## src/ffbp_pkg.sv

```systemverilog
// Shared constants and carrier types for the flex fuel and boost PWM block
package ffbp_pkg;
    localparam int unsigned CLK_HZ = 40000000;
    // Sensor frequency span, Hz
    localparam int unsigned FREQ_MIN_HZ = 50;
    localparam int unsigned FREQ_MAX_HZ = 150;
    localparam int unsigned FREQ_FAIL_HZ = 170;
    // Periods in clock cycles; shortest periods round down
    localparam int unsigned PER_MIN_CYC = CLK_HZ / FREQ_MAX_HZ;
    localparam int unsigned PER_MAX_CYC = CLK_HZ / FREQ_MIN_HZ;
    localparam int unsigned PER_FAIL_CYC = CLK_HZ / FREQ_FAIL_HZ;
    // Pulse width span in microseconds and cycles
    localparam int unsigned PW_MIN_US = 1000;
    localparam int unsigned PW_MAX_US = 5000;
    localparam int unsigned PW_MIN_CYC = PW_MIN_US * (CLK_HZ / 1000000);
    localparam int unsigned PW_MAX_CYC = PW_MAX_US * (CLK_HZ / 1000000);
    localparam int signed TEMP_MIN_C = -40;
    localparam int signed TEMP_MAX_C = 125;
    // Edge timeout: a bit beyond one 50 Hz period
    localparam int unsigned TIMEOUT_CYC = PER_MAX_CYC + PER_MAX_CYC / 4;
    localparam int unsigned CNT_W = 22;
    // Fractions in Q0.8: 8'hff reads as 1.0, percent is 0..100
    localparam int unsigned FRAC_W = 8;
    localparam logic [7:0] FRAC_ONE = 8'hff;
    localparam logic [6:0] PCT_FULL = 7'h64;
    localparam logic [7:0] ETH_RESET = 8'h00;
    localparam int unsigned LAMBDA_W = 16;
    localparam int unsigned FUEL_W = 16;
    localparam int unsigned PWM_W = 24;

    typedef struct packed {
        logic [6:0] ethanol_content;
        logic signed [7:0] fuel_temp_c;
        logic reading_valid;
        logic fail_safe;
    } ffbp_sensor_t;

    typedef struct packed {
        logic output_enable;
        logic feedback_enable;
        logic [6:0] open_loop_duty;
        logic signed [7:0] feedback_trim;
        logic [6:0] max_duty;
        logic [PWM_W-1:0] period_cycles;
    } ffbp_boost_cfg_t;
endpackage : ffbp_pkg

```

## src/ffbp_pwm.sv

```systemverilog
// Low-active boost solenoid PWM generator
`timescale 1ns/1ps
module ffbp_pwm
    import ffbp_pkg::*;
(
    input wire logic clk,
    input wire logic rst_n,
    input wire logic ce,
    input wire logic enable,
    input wire logic [6:0] duty_pct,
    input wire logic [PWM_W-1:0] period_cycles,
    output logic pwm_n
);
    logic [PWM_W-1:0] cnt, next_cnt;
    logic [PWM_W-1:0] low_cyc, next_low_cyc;
    logic next_pwm_n;

    always_comb begin
        next_cnt = cnt + 1'b1;
        next_low_cyc = low_cyc;
        // Duty latched once per period so a change never makes a runt pulse
        if (cnt + 1'b1 >= period_cycles) begin
            next_cnt = '0;
            next_low_cyc = PWM_W'((48'(period_cycles) * 48'(duty_pct)) / 48'(PCT_FULL));
        end
        // Low output energises the solenoid; low time equals duty share
        next_pwm_n = !(enable && (next_cnt < next_low_cyc));
        if (!enable || period_cycles == '0) begin
            next_cnt = '0;
            next_pwm_n = 1'b1;
        end
    end

    always_ff @(posedge clk) begin
        if (!rst_n) begin
            cnt <= '0;
            low_cyc <= '0;
            pwm_n <= 1'b1;
        end else if (ce) begin
            cnt <= next_cnt;
            low_cyc <= next_low_cyc;
            pwm_n <= next_pwm_n;
        end
    end
endmodule : ffbp_pwm

```

## src/ffbp_top.sv

```systemverilog
// Flex fuel sensor decode, lambda blend, crank adder and boost solenoid drive
// How it works
// - Frequency 50..150 Hz maps to 0..100 percent.
// - Near 170 Hz flags contamination fail-safe.
// - Width 1..5 ms maps to -40..125 C.
// - Blend 0 uses base, 1 uses ethanol.
// - Between, weight ethanol by factor, base rest.
// - Add ethanol crank pulse on normal crank fuel.
// - Output low energises solenoid, high releases.
// - Duty equals low fraction of period.
// - PWM period is configurable, e.g. 30 Hz.
// - Output enable gates all solenoid drive.
// - Feedback enable adds closed-loop trim, else open.
// - Solenoid switched low side, other end supply.
// - Duty clamped to configurable maximum.
`timescale 1ns/1ps
module ffbp_top
    import ffbp_pkg::*;
(
    input wire logic clk,
    input wire logic rst_n,
    input wire logic ce,
    input wire logic composition_sensor,
    input wire logic [FRAC_W-1:0] lambda_blend_factor_table,
    input wire logic [LAMBDA_W-1:0] base_lambda_target,
    input wire logic [LAMBDA_W-1:0] ethanol_lambda_target,
    input wire logic [FUEL_W-1:0] crank_fuel_base,
    input wire logic [FUEL_W-1:0] ethanol_crank_fuel_extra,
    input wire ffbp_boost_cfg_t boost_cfg,
    output ffbp_sensor_t sensor,
    output logic [LAMBDA_W-1:0] lambda_target,
    output logic [FUEL_W-1:0] crank_fuel_total,
    output logic [6:0] boost_duty_applied,
    output logic boost_lowside_driver
);
    ////////////////////////////////////////////////////////////////////////////
    // Sensor edge capture
    logic in_q, next_in_q;
    logic [CNT_W-1:0] per_cnt, next_per_cnt;
    logic [CNT_W-1:0] hi_cnt, next_hi_cnt;
    logic [CNT_W-1:0] hi_meas, next_hi_meas;
    ffbp_sensor_t next_sensor;
    logic rise, fall;

    // Linear map of x in [lo,hi] to 0..span, saturated at both ends
    function automatic logic [7:0] lin_map(input logic [CNT_W-1:0] x,
                                           input logic [CNT_W-1:0] lo,
                                           input logic [CNT_W-1:0] hi,
                                           input logic [7:0] span);
        logic [31:0] num;
        num = 32'h0;
        if (x <= lo) begin
            lin_map = 8'h00;
        end else if (x >= hi) begin
            lin_map = span;
        end else begin
            num = 32'(x - lo) * 32'(span);
            lin_map = 8'(num / 32'(hi - lo));
        end
    endfunction : lin_map

    assign rise = composition_sensor && !in_q;
    assign fall = !composition_sensor && in_q;

    always_comb begin
        next_in_q = composition_sensor;
        next_per_cnt = per_cnt;
        next_hi_cnt = hi_cnt;
        next_hi_meas = hi_meas;
        next_sensor = sensor;
        if (per_cnt != CNT_W'(TIMEOUT_CYC)) begin
            next_per_cnt = per_cnt + 1'b1;
        end
        if (composition_sensor) begin
            next_hi_cnt = hi_cnt + 1'b1;
        end
        if (fall) begin
            next_hi_meas = hi_cnt;
        end
        if (rise) begin
            next_per_cnt = CNT_W'(1);
            next_hi_cnt = CNT_W'(1);
            // The very first rise only starts timing; period is bogus
            if (per_cnt != CNT_W'(TIMEOUT_CYC) && per_cnt != '0) begin
                next_sensor.reading_valid = 1'b1;
                // Shorter period means higher frequency; 170 Hz or above is fail-safe
                next_sensor.fail_safe = per_cnt <= CNT_W'(PER_FAIL_CYC);
                if (per_cnt > CNT_W'(PER_FAIL_CYC)) begin
                    // Content rises as period falls: map reversed period
                    next_sensor.ethanol_content = 7'(lin_map(
                        CNT_W'(PER_MAX_CYC) - (per_cnt > CNT_W'(PER_MAX_CYC) ?
                        CNT_W'(PER_MAX_CYC) : per_cnt), '0,
                        CNT_W'(PER_MAX_CYC - PER_MIN_CYC), {1'b0, PCT_FULL}));
                end
                next_sensor.fuel_temp_c = 8'(TEMP_MIN_C) + 8'(lin_map(hi_meas,
                    CNT_W'(PW_MIN_CYC), CNT_W'(PW_MAX_CYC),
                    8'(TEMP_MAX_C - TEMP_MIN_C)));
            end
        end else if (per_cnt == CNT_W'(TIMEOUT_CYC)) begin
            // Dead input: content is held, only validity drops
            next_sensor.reading_valid = 1'b0;
        end
    end

    always_ff @(posedge clk) begin
        if (!rst_n) begin
            in_q <= 1'b0;
            // Start as timed out so the first rise after reset only starts timing
            per_cnt <= CNT_W'(TIMEOUT_CYC);
            hi_cnt <= '0;
            hi_meas <= '0;
            sensor <= '{ethanol_content: ETH_RESET[6:0], fuel_temp_c: 8'h00,
                        reading_valid: 1'b0, fail_safe: 1'b0};
        end else if (ce) begin
            in_q <= next_in_q;
            per_cnt <= next_per_cnt;
            hi_cnt <= next_hi_cnt;
            hi_meas <= next_hi_meas;
            sensor <= next_sensor;
        end
    end

    ////////////////////////////////////////////////////////////////////////////
    // Lambda blend and crank fuel
    logic [LAMBDA_W-1:0] next_lambda_target;
    logic [FUEL_W-1:0] next_crank_fuel_total;
    logic [LAMBDA_W+FRAC_W:0] blend_sum;

    always_comb begin
        // Exact ends pass base or ethanol target straight through at factors 0 and 1.0
        // Widen each operand first so no product is formed at table width
        blend_sum = (LAMBDA_W+FRAC_W+1)'(ethanol_lambda_target)
            * (LAMBDA_W+FRAC_W+1)'(lambda_blend_factor_table)
            + (LAMBDA_W+FRAC_W+1)'(base_lambda_target)
            * (LAMBDA_W+FRAC_W+1)'(FRAC_ONE - lambda_blend_factor_table);
        next_lambda_target = LAMBDA_W'(blend_sum / (LAMBDA_W+FRAC_W+1)'(FRAC_ONE));
        if (lambda_blend_factor_table == '0) begin
            next_lambda_target = base_lambda_target;
        end else if (lambda_blend_factor_table == FRAC_ONE) begin
            next_lambda_target = ethanol_lambda_target;
        end
        // Saturate rather than wrap the injector pulse
        next_crank_fuel_total = crank_fuel_base + ethanol_crank_fuel_extra;
        if (next_crank_fuel_total < crank_fuel_base) begin
            next_crank_fuel_total = '1;
        end
    end

    always_ff @(posedge clk) begin
        if (!rst_n) begin
            lambda_target <= '0;
            crank_fuel_total <= '0;
        end else if (ce) begin
            lambda_target <= next_lambda_target;
            crank_fuel_total <= next_crank_fuel_total;
        end
    end

    ////////////////////////////////////////////////////////////////////////////
    // Boost duty selection and clamp
    logic [6:0] next_duty;
    logic signed [9:0] duty_sum;
    logic [6:0] max_lim;

    always_comb begin
        max_lim = (boost_cfg.max_duty > PCT_FULL) ? PCT_FULL : boost_cfg.max_duty;
        duty_sum = $signed({3'b000, boost_cfg.open_loop_duty});
        if (boost_cfg.feedback_enable) begin
            duty_sum = duty_sum + 10'(boost_cfg.feedback_trim);
        end
        if (duty_sum < 0) begin
            next_duty = '0;
        end else if (duty_sum > $signed({3'b000, max_lim})) begin
            next_duty = max_lim;
        end else begin
            next_duty = duty_sum[6:0];
        end
        if (!boost_cfg.output_enable) begin
            next_duty = '0;
        end
    end

    always_ff @(posedge clk) begin
        if (!rst_n) begin
            boost_duty_applied <= '0;
        end else if (ce) begin
            boost_duty_applied <= next_duty;
        end
    end

    // Drives a low-side switch; the solenoid's far end sits on switched supply
    ffbp_pwm u_pwm (
        .clk(clk),
        .rst_n(rst_n),
        .ce(ce),
        .enable(boost_cfg.output_enable),
        .duty_pct(boost_duty_applied),
        .period_cycles(boost_cfg.period_cycles),
        .pwm_n(boost_lowside_driver)
    );
endmodule : ffbp_top

```

## config.mk

```make
export PLATFORM = sky130hd
export DESIGN_NAME = ffbp_top
export DESIGN_NICKNAME = d
export VERILOG_FILES = /design/src/ffbp_pkg.sv /design/src/ffbp_pwm.sv /design/src/ffbp_top.sv
export SDC_FILE = /design/constraint.sdc
export NUM_CORES = 2
export LEC_CHECK = 0
export ABC_CLOCK_PERIOD_IN_PS = 42900
export BUFFER_PORTS_ARGS = -buffer_cell sky130_fd_sc_hd__buf_2
export CORE_UTILIZATION = 37
export CTS_CLUSTER_DIAMETER = 40
export DETAILED_ROUTE_END_ITERATION = 6
export SETUP_SLACK_MARGIN = 0.15
export SYNTH_ARGS = -nofsm -noshare
export SYNTH_HDL_FRONTEND = slang
export SYNTH_SLANG_ARGS = --single-unit
```

## constraint.sdc

```tcl
create_clock -name clk -period 42.9 [get_ports clk]
set_clock_uncertainty 0.05 [all_clocks]
set_input_delay 0 -clock clk [delete_from_list [all_inputs] [get_ports clk]]
set_output_delay 0 -clock clk [all_outputs]
set_load 0.01 [all_outputs]
```

Word level (Yosys, flattened, before mapping)

Index checks and enable logic that the tools add are counted.

Logic and storage cells: 97
Flip-flop bits (word level): 172
Bits of input ports: 124

Mux-type cells: 26
Magnitude comparators: 13
Equality and inequality tests: 4
$add $sub $neg: 10
Reduce and logical (&&, ||, !) cells: 21
Multiply operators: 5
Divide/modulo/power cells: 4

Operators with widths:

| cell                   | number |
|---|---|
| $mux 22                | 5 |
| $mux 24                | 3 |
| $div 31x7->48 const B  | 1 |
| $mux 16                | 3 |
| $add 22x1->22 const B  | 2 |
| $mux 7                 | 6 |
| $div 32x18->32 const B | 1 |
| $div 32x20->32 const B | 1 |
| $mul 23x9->32 const B  | 1 |
| $mux 8                 | 4 |
| $mul 24x7->31          | 1 |
| $mul 22x5->27 const B  | 1 |
| $add 24x25->25         | 1 |
| $div 25x8->25 const B  | 1 |
| $mul 17x9->25          | 1 |
| $add 24x1->24 const B  | 1 |
| $ge 24x24->1           | 1 |
| $logic_not 24->1       | 1 |
| $lt 24x24->1           | 1 |
| $mul 16x8->24          | 1 |
| $sub 22x16->23 const B | 1 |
| $eq 22x20->1 const B   | 1 |
| $ge 22x18->1 const B   | 1 |
| $ge 22x20->1 const B   | 1 |
| 29 further kinds       | 42 |

Longest topological paths before layout

Depth in word-level cells: 8
Depth in mapped cells: 95
Gate-level depth less buffers: 79

Hierarchy

Synthesis repeated with hierarchy kept, for this count alone.

Cell total of the unflattened synthesis: 7457
Area, all modules: 56726.9 sq um

By module, submodules not included:

| module   | seq. area each (sq um) | instances | cells an instance | area an instance (sq um) |
|---|---|---|---|---|
| ffbp_top | 2462.4                 | 1         | 5353              | 40343.7 |
| ffbp_pwm | 980.9                  | 1         | 2104              | 16383.2 |

Worst setup path before layout

OpenSTA, ideal clock, no wires.

Path type: register to register
From: register per_cnt[6]
To: register sensor[10] in the netlist's numbering
Data required time: 42.721 ns
Cell stages (with the launch flop): 88
Path slack: 22.906 ns
Arrival time: 19.815 ns
Path buffers: 13
Clock period less this slack: 19.994 ns
Cells stage by stage: dfxtp_1 clkbuf_1 nor3_1 a31oi_1 o21ai_0 nor2b_1 nor2_1 nor2_1 nor2_1 nor2_1 clkbuf_1 nand2_1 ha_1 clkbuf_1 xor2_1 ha_1 ha_1 inv_1 [... 52 more ...] mux2i_1 nand4b_1 a2111oi_2 o31a_1 buf_2 xnor2_1 ha_1 buf_1 inv_1 or2_2 o41a_1 o2111ai_1 a41o_1 buf_2 o211ai_1 a221o_1 a2111oi_0 o21ai_1

Word-level cells in the longest chain between the ends: 7
Elaborated cells between the ends (all ways): 14
Those cells by class: add/sub (1); mul (1); div (1); order compare (4); eq/ne (1); mux (3); reduce/logical (3)

Ends and longest elaborated chain:

| what                   | line            | source |
|---|---|---|
| from (decl)            | ffbp_top.sv:39  | `logic [CNT_W-1:0] per_cnt, next_per_cnt;` |
| from (signal assigned) | ffbp_top.sv:109 | `per_cnt <= CNT_W'(TIMEOUT_CYC);` |
| from (signal assigned) | ffbp_top.sv:116 | `per_cnt <= next_per_cnt;` |
| $gt 22x20->1           | ffbp_top.sv:91  | `CNT_W'(PER_MAX_CYC) - (per_cnt > CNT_W'(PER_MAX_CYC) ?` |
| $mux 22                | ffbp_top.sv:91  |  |
| $sub 20x22->22         | ffbp_top.sv:91  |  |
| $mul 22x5->27          | ffbp_top.sv:57  | `num = 32'(x - lo) * 32'(span);` |
| $div 32x20->32         | ffbp_top.sv:58  | `lin_map = 8'(num / 32'(hi - lo));` |
| $mux 7                 | ffbp_top.sv:54  | `end else if (x >= hi) begin` |
| $mux 7                 | ffbp_top.sv:52  | `if (x <= lo) begin` |
| to (signal assigned)   | ffbp_top.sv:112 | `sensor <= '{ethanol_content: ETH_RESET[6:0], fuel_temp_c: 8'h00,` |
| to (signal assigned)   | ffbp_top.sv:119 | `sensor <= next_sensor;` |
| to (decl)              | ffbp_top.sv:30  | `output ffbp_sensor_t sensor,` |

Several ways; a longest one is shown, not always the timed one.
A chain may end at the register's enable or synchronous reset.

Worst setup path in the final report

Same ends and word-level chain as after synthesis.

==> flow_summary.json <==
{
  "cp-start-kind": "flop",
  "avgRoutedWirePerCell_um": 18.5,
  "async_reset_ff_share_pct": 0,
  "cts_buffer_depth": 2,
  "chipHeight_um": 385,
  "ant_nets": 0,
  "clock_sinks": 172,
  "die_area_mm2": 0.148,
  "die_w_um": 385,
  "avgSynthCellArea_um2": 7.36,
  "globalRouteOverflowTotal": 0,
  "final_cell_mix": "nand2_1, inv_1, nor2_1",
  "vias": 54500,
  "min_period_ns": 24.96,
  "cts_root_buf": "clkbuf_16",
  "grt.total_usage_pct": 22.8,
  "hold_class": "primary input to flop",
  "worstPathMaxFanout": 20,
  "nNetsFinal": 8290,
  "syn_inst": 7370,
  "routed_via_density": 5.84,
  "grt_util_met3_pct": 3.21,
  "max_slew_margin_pct": 19.8,
  "port_buffers": 180,
  "crit_required_ns": 43.27,
  "grt.met2_usage_pct": 37.7,
  "layout-drive-gt1-share_pct": 7.55,
  "cts_buffers": 17,
  "grt_max_degree": 61,
  "layout_commonest_cell": "nand2_1",
  "tns_ns": 0,
  "grt_pass1_wl_um": 280000,
  "antenna_found_initial": 25,
  "max_stage_delay_ns": 0.77,
  "setup_violations": 0,
  "core_mm2": 0.146,
  "cts.htree.levels": 4,
  "cts.reportedPaths.clkPinSlew_ns": 0.09,
  "cts_tree": "built",
  "drt_iter0_drc": 4255,
  "synth_edf_count": 0,
  "critPathLaunch": "per_cnt[6]",
  "dp_hpwl_um": 138000,
  "drv_slew": 0,
  "grt_pass1_vias": 52300,
  "start_util_pct": 37.3,
  "min_from": "rst_n",
  "reg2reg_from": "per_cnt[6]",
  "maxCapViolCount": 0,
  "gp_congestion": 0.953,
  "yosysSeqAreaShare_pct": 6.35,
  "rsz0062_at_grt": "false",
  "synth_area_mm2": 0.0542,
  "clock.fmax_mhz": 40.1,
  "status": "finished, final reports clean",
  "ys_ff_latch": 172,
  "cts_resized": 0,
  "cts_hold_buf": 44,
  "drc_errors": 0,
  "ios": 181,
  "cp_common_cell": "o21ai_1",
  "synthFlopType": "dfxtp_1",
  "dr.pass1.iters": 7,
  "fill_cells": 15200,
  "busiest_layer": "met2",
  "yosysWarnings": 0,
  "ys_types": 151,
  "worstMarginPinSlew_ns": 1.19,
  "wirelength_um": 173000,
  "rows": 140,
  "finalHoldViolCount": 0,
  "critPathKind": "flop to flop",
  "use_met1_pct": 31.5,
  "period_share_pct": 58.2,
  "worstSetupEndpointType": "flop",
  "area_growth_pct": 6.53,
  "cp_slowest_cell": "a21oi_1",
  "clk_latency_ns": 0.54,
  "cp.arrival_ns": 25.33,
  "final_util_pct": 39.7,
  "post_cts_buffers": 0
}
[final timing paths]
path | to | slack [ns] | cells after the start
max reg2reg | sensor[10] | 17.94 | 78
max | sensor[10] | 17.94 | 78
min reg2reg | sensor[0] | 0.41 | 2
min | per_cnt[16] | 0.04 | 3
[routing by layer]
metal	share of wire, %	vias up
li1	-	26400
met2	46	1468
met5	0.077	-
met1	47	26400
met3	5.7	179
met4	1.5	24
[flip-flops by register name, indices dropped and copies added, names as in the netlist]
register and flops:
boost_duty_applied 7, crank_fuel_total 16, hi_cnt 22, hi_meas 22
in_q 1, lambda_target 16, per_cnt 22, sensor 17
u_pwm.cnt 24, u_pwm.low_cyc 24, u_pwm.pwm_n 1
[critical path, delay by kind of cell (launching register included)]
family	cells	cell delay [ns]
AOI/OAI and AO/OA	40	13.18
xor gates and xnor gates	5	1.93
adders and majority gates	6	2.30
buffers and inverters	7	1.15
DFF	1	0.43
muxes	2	0.44
and+or+nand+nor	18	5.32
[final cells by class]
type | count | area, µm² | share of cell area, %
antenna | 13 | 32.5 | 0.0563
clock buffer | 17 | 425 | 0.736
clock inverter | 14 | 148 | 0.255
inverter | 633 | 2380 | 4.12
multi-input combinational | 6276 | 47200 | 81.6
sequential | 172 | 3440 | 5.96
tap | 1917 | 2400 | 4.15
timing repair buffer | 282 | 1780 | 3.08
[cell families after synthesis]
| kind of cell | after synthesis | synth area share (%) |
|---|---|---|
| buffers and inverters | 926 | 6.71 |
| muxes | 134 | 2.65 |
| other | 2 | 0.0138 |
| AOI/OAI and AO/OA | 2069 | 27.0 |
| xor gates and xnor gates | 512 | 8.36 |
| DFF | 172 | 6.35 |
| and+or+nand+nor | 2755 | 25.3 |
| adders and majority gates | 800 | 23.6 |
[cells in the mapped netlist, types with 62 or more instances]
cell type,instances,area [µm²]
nand2_1,725,2720
inv_1,630,2360
nor2_1,628,2360
a21oi_1,425,2130
ha_1,408,5100
fa_1,376,7530
o21ai_0,354,1770
xnor2_1,341,2990
nand3_1,233,1170
and2_1,221,1380
clkbuf_1,214,803
nor3_1,195,976
dfxtp_1,172,3440
xor2_1,166,1450
nor2b_1,144,901
nand2b_1,115,719
a211oi_1,99,743
o211ai_1,93,698
a21o_1,87,653
a31oi_1,87,544
o21a_1,80,601
nand4_1,79,494
mux2i_1,78,781
o21ai_1,78,390
or3_1,76,475
nor4_1,67,419
and3_1,62,388
[stage by stage]
stage                     instance area [µm²]  hold WS (ns)  setup slack [ns]  instances
after global placement                  56700         0.334             18.87       9236
after global routing                    57800        0.0310             15.73       9314
after floorplan                         54300         0.109             22.91       7374
after CTS                               57800      0.000601             18.22       9311
final                                   57800        0.0383             17.94       9324
after detailed placement                56700         0.339             18.33       9236
Power is left out: the tool's default activity adds up to more than one toggle a clock period on the data nets, which glitch-free logic cannot reach.
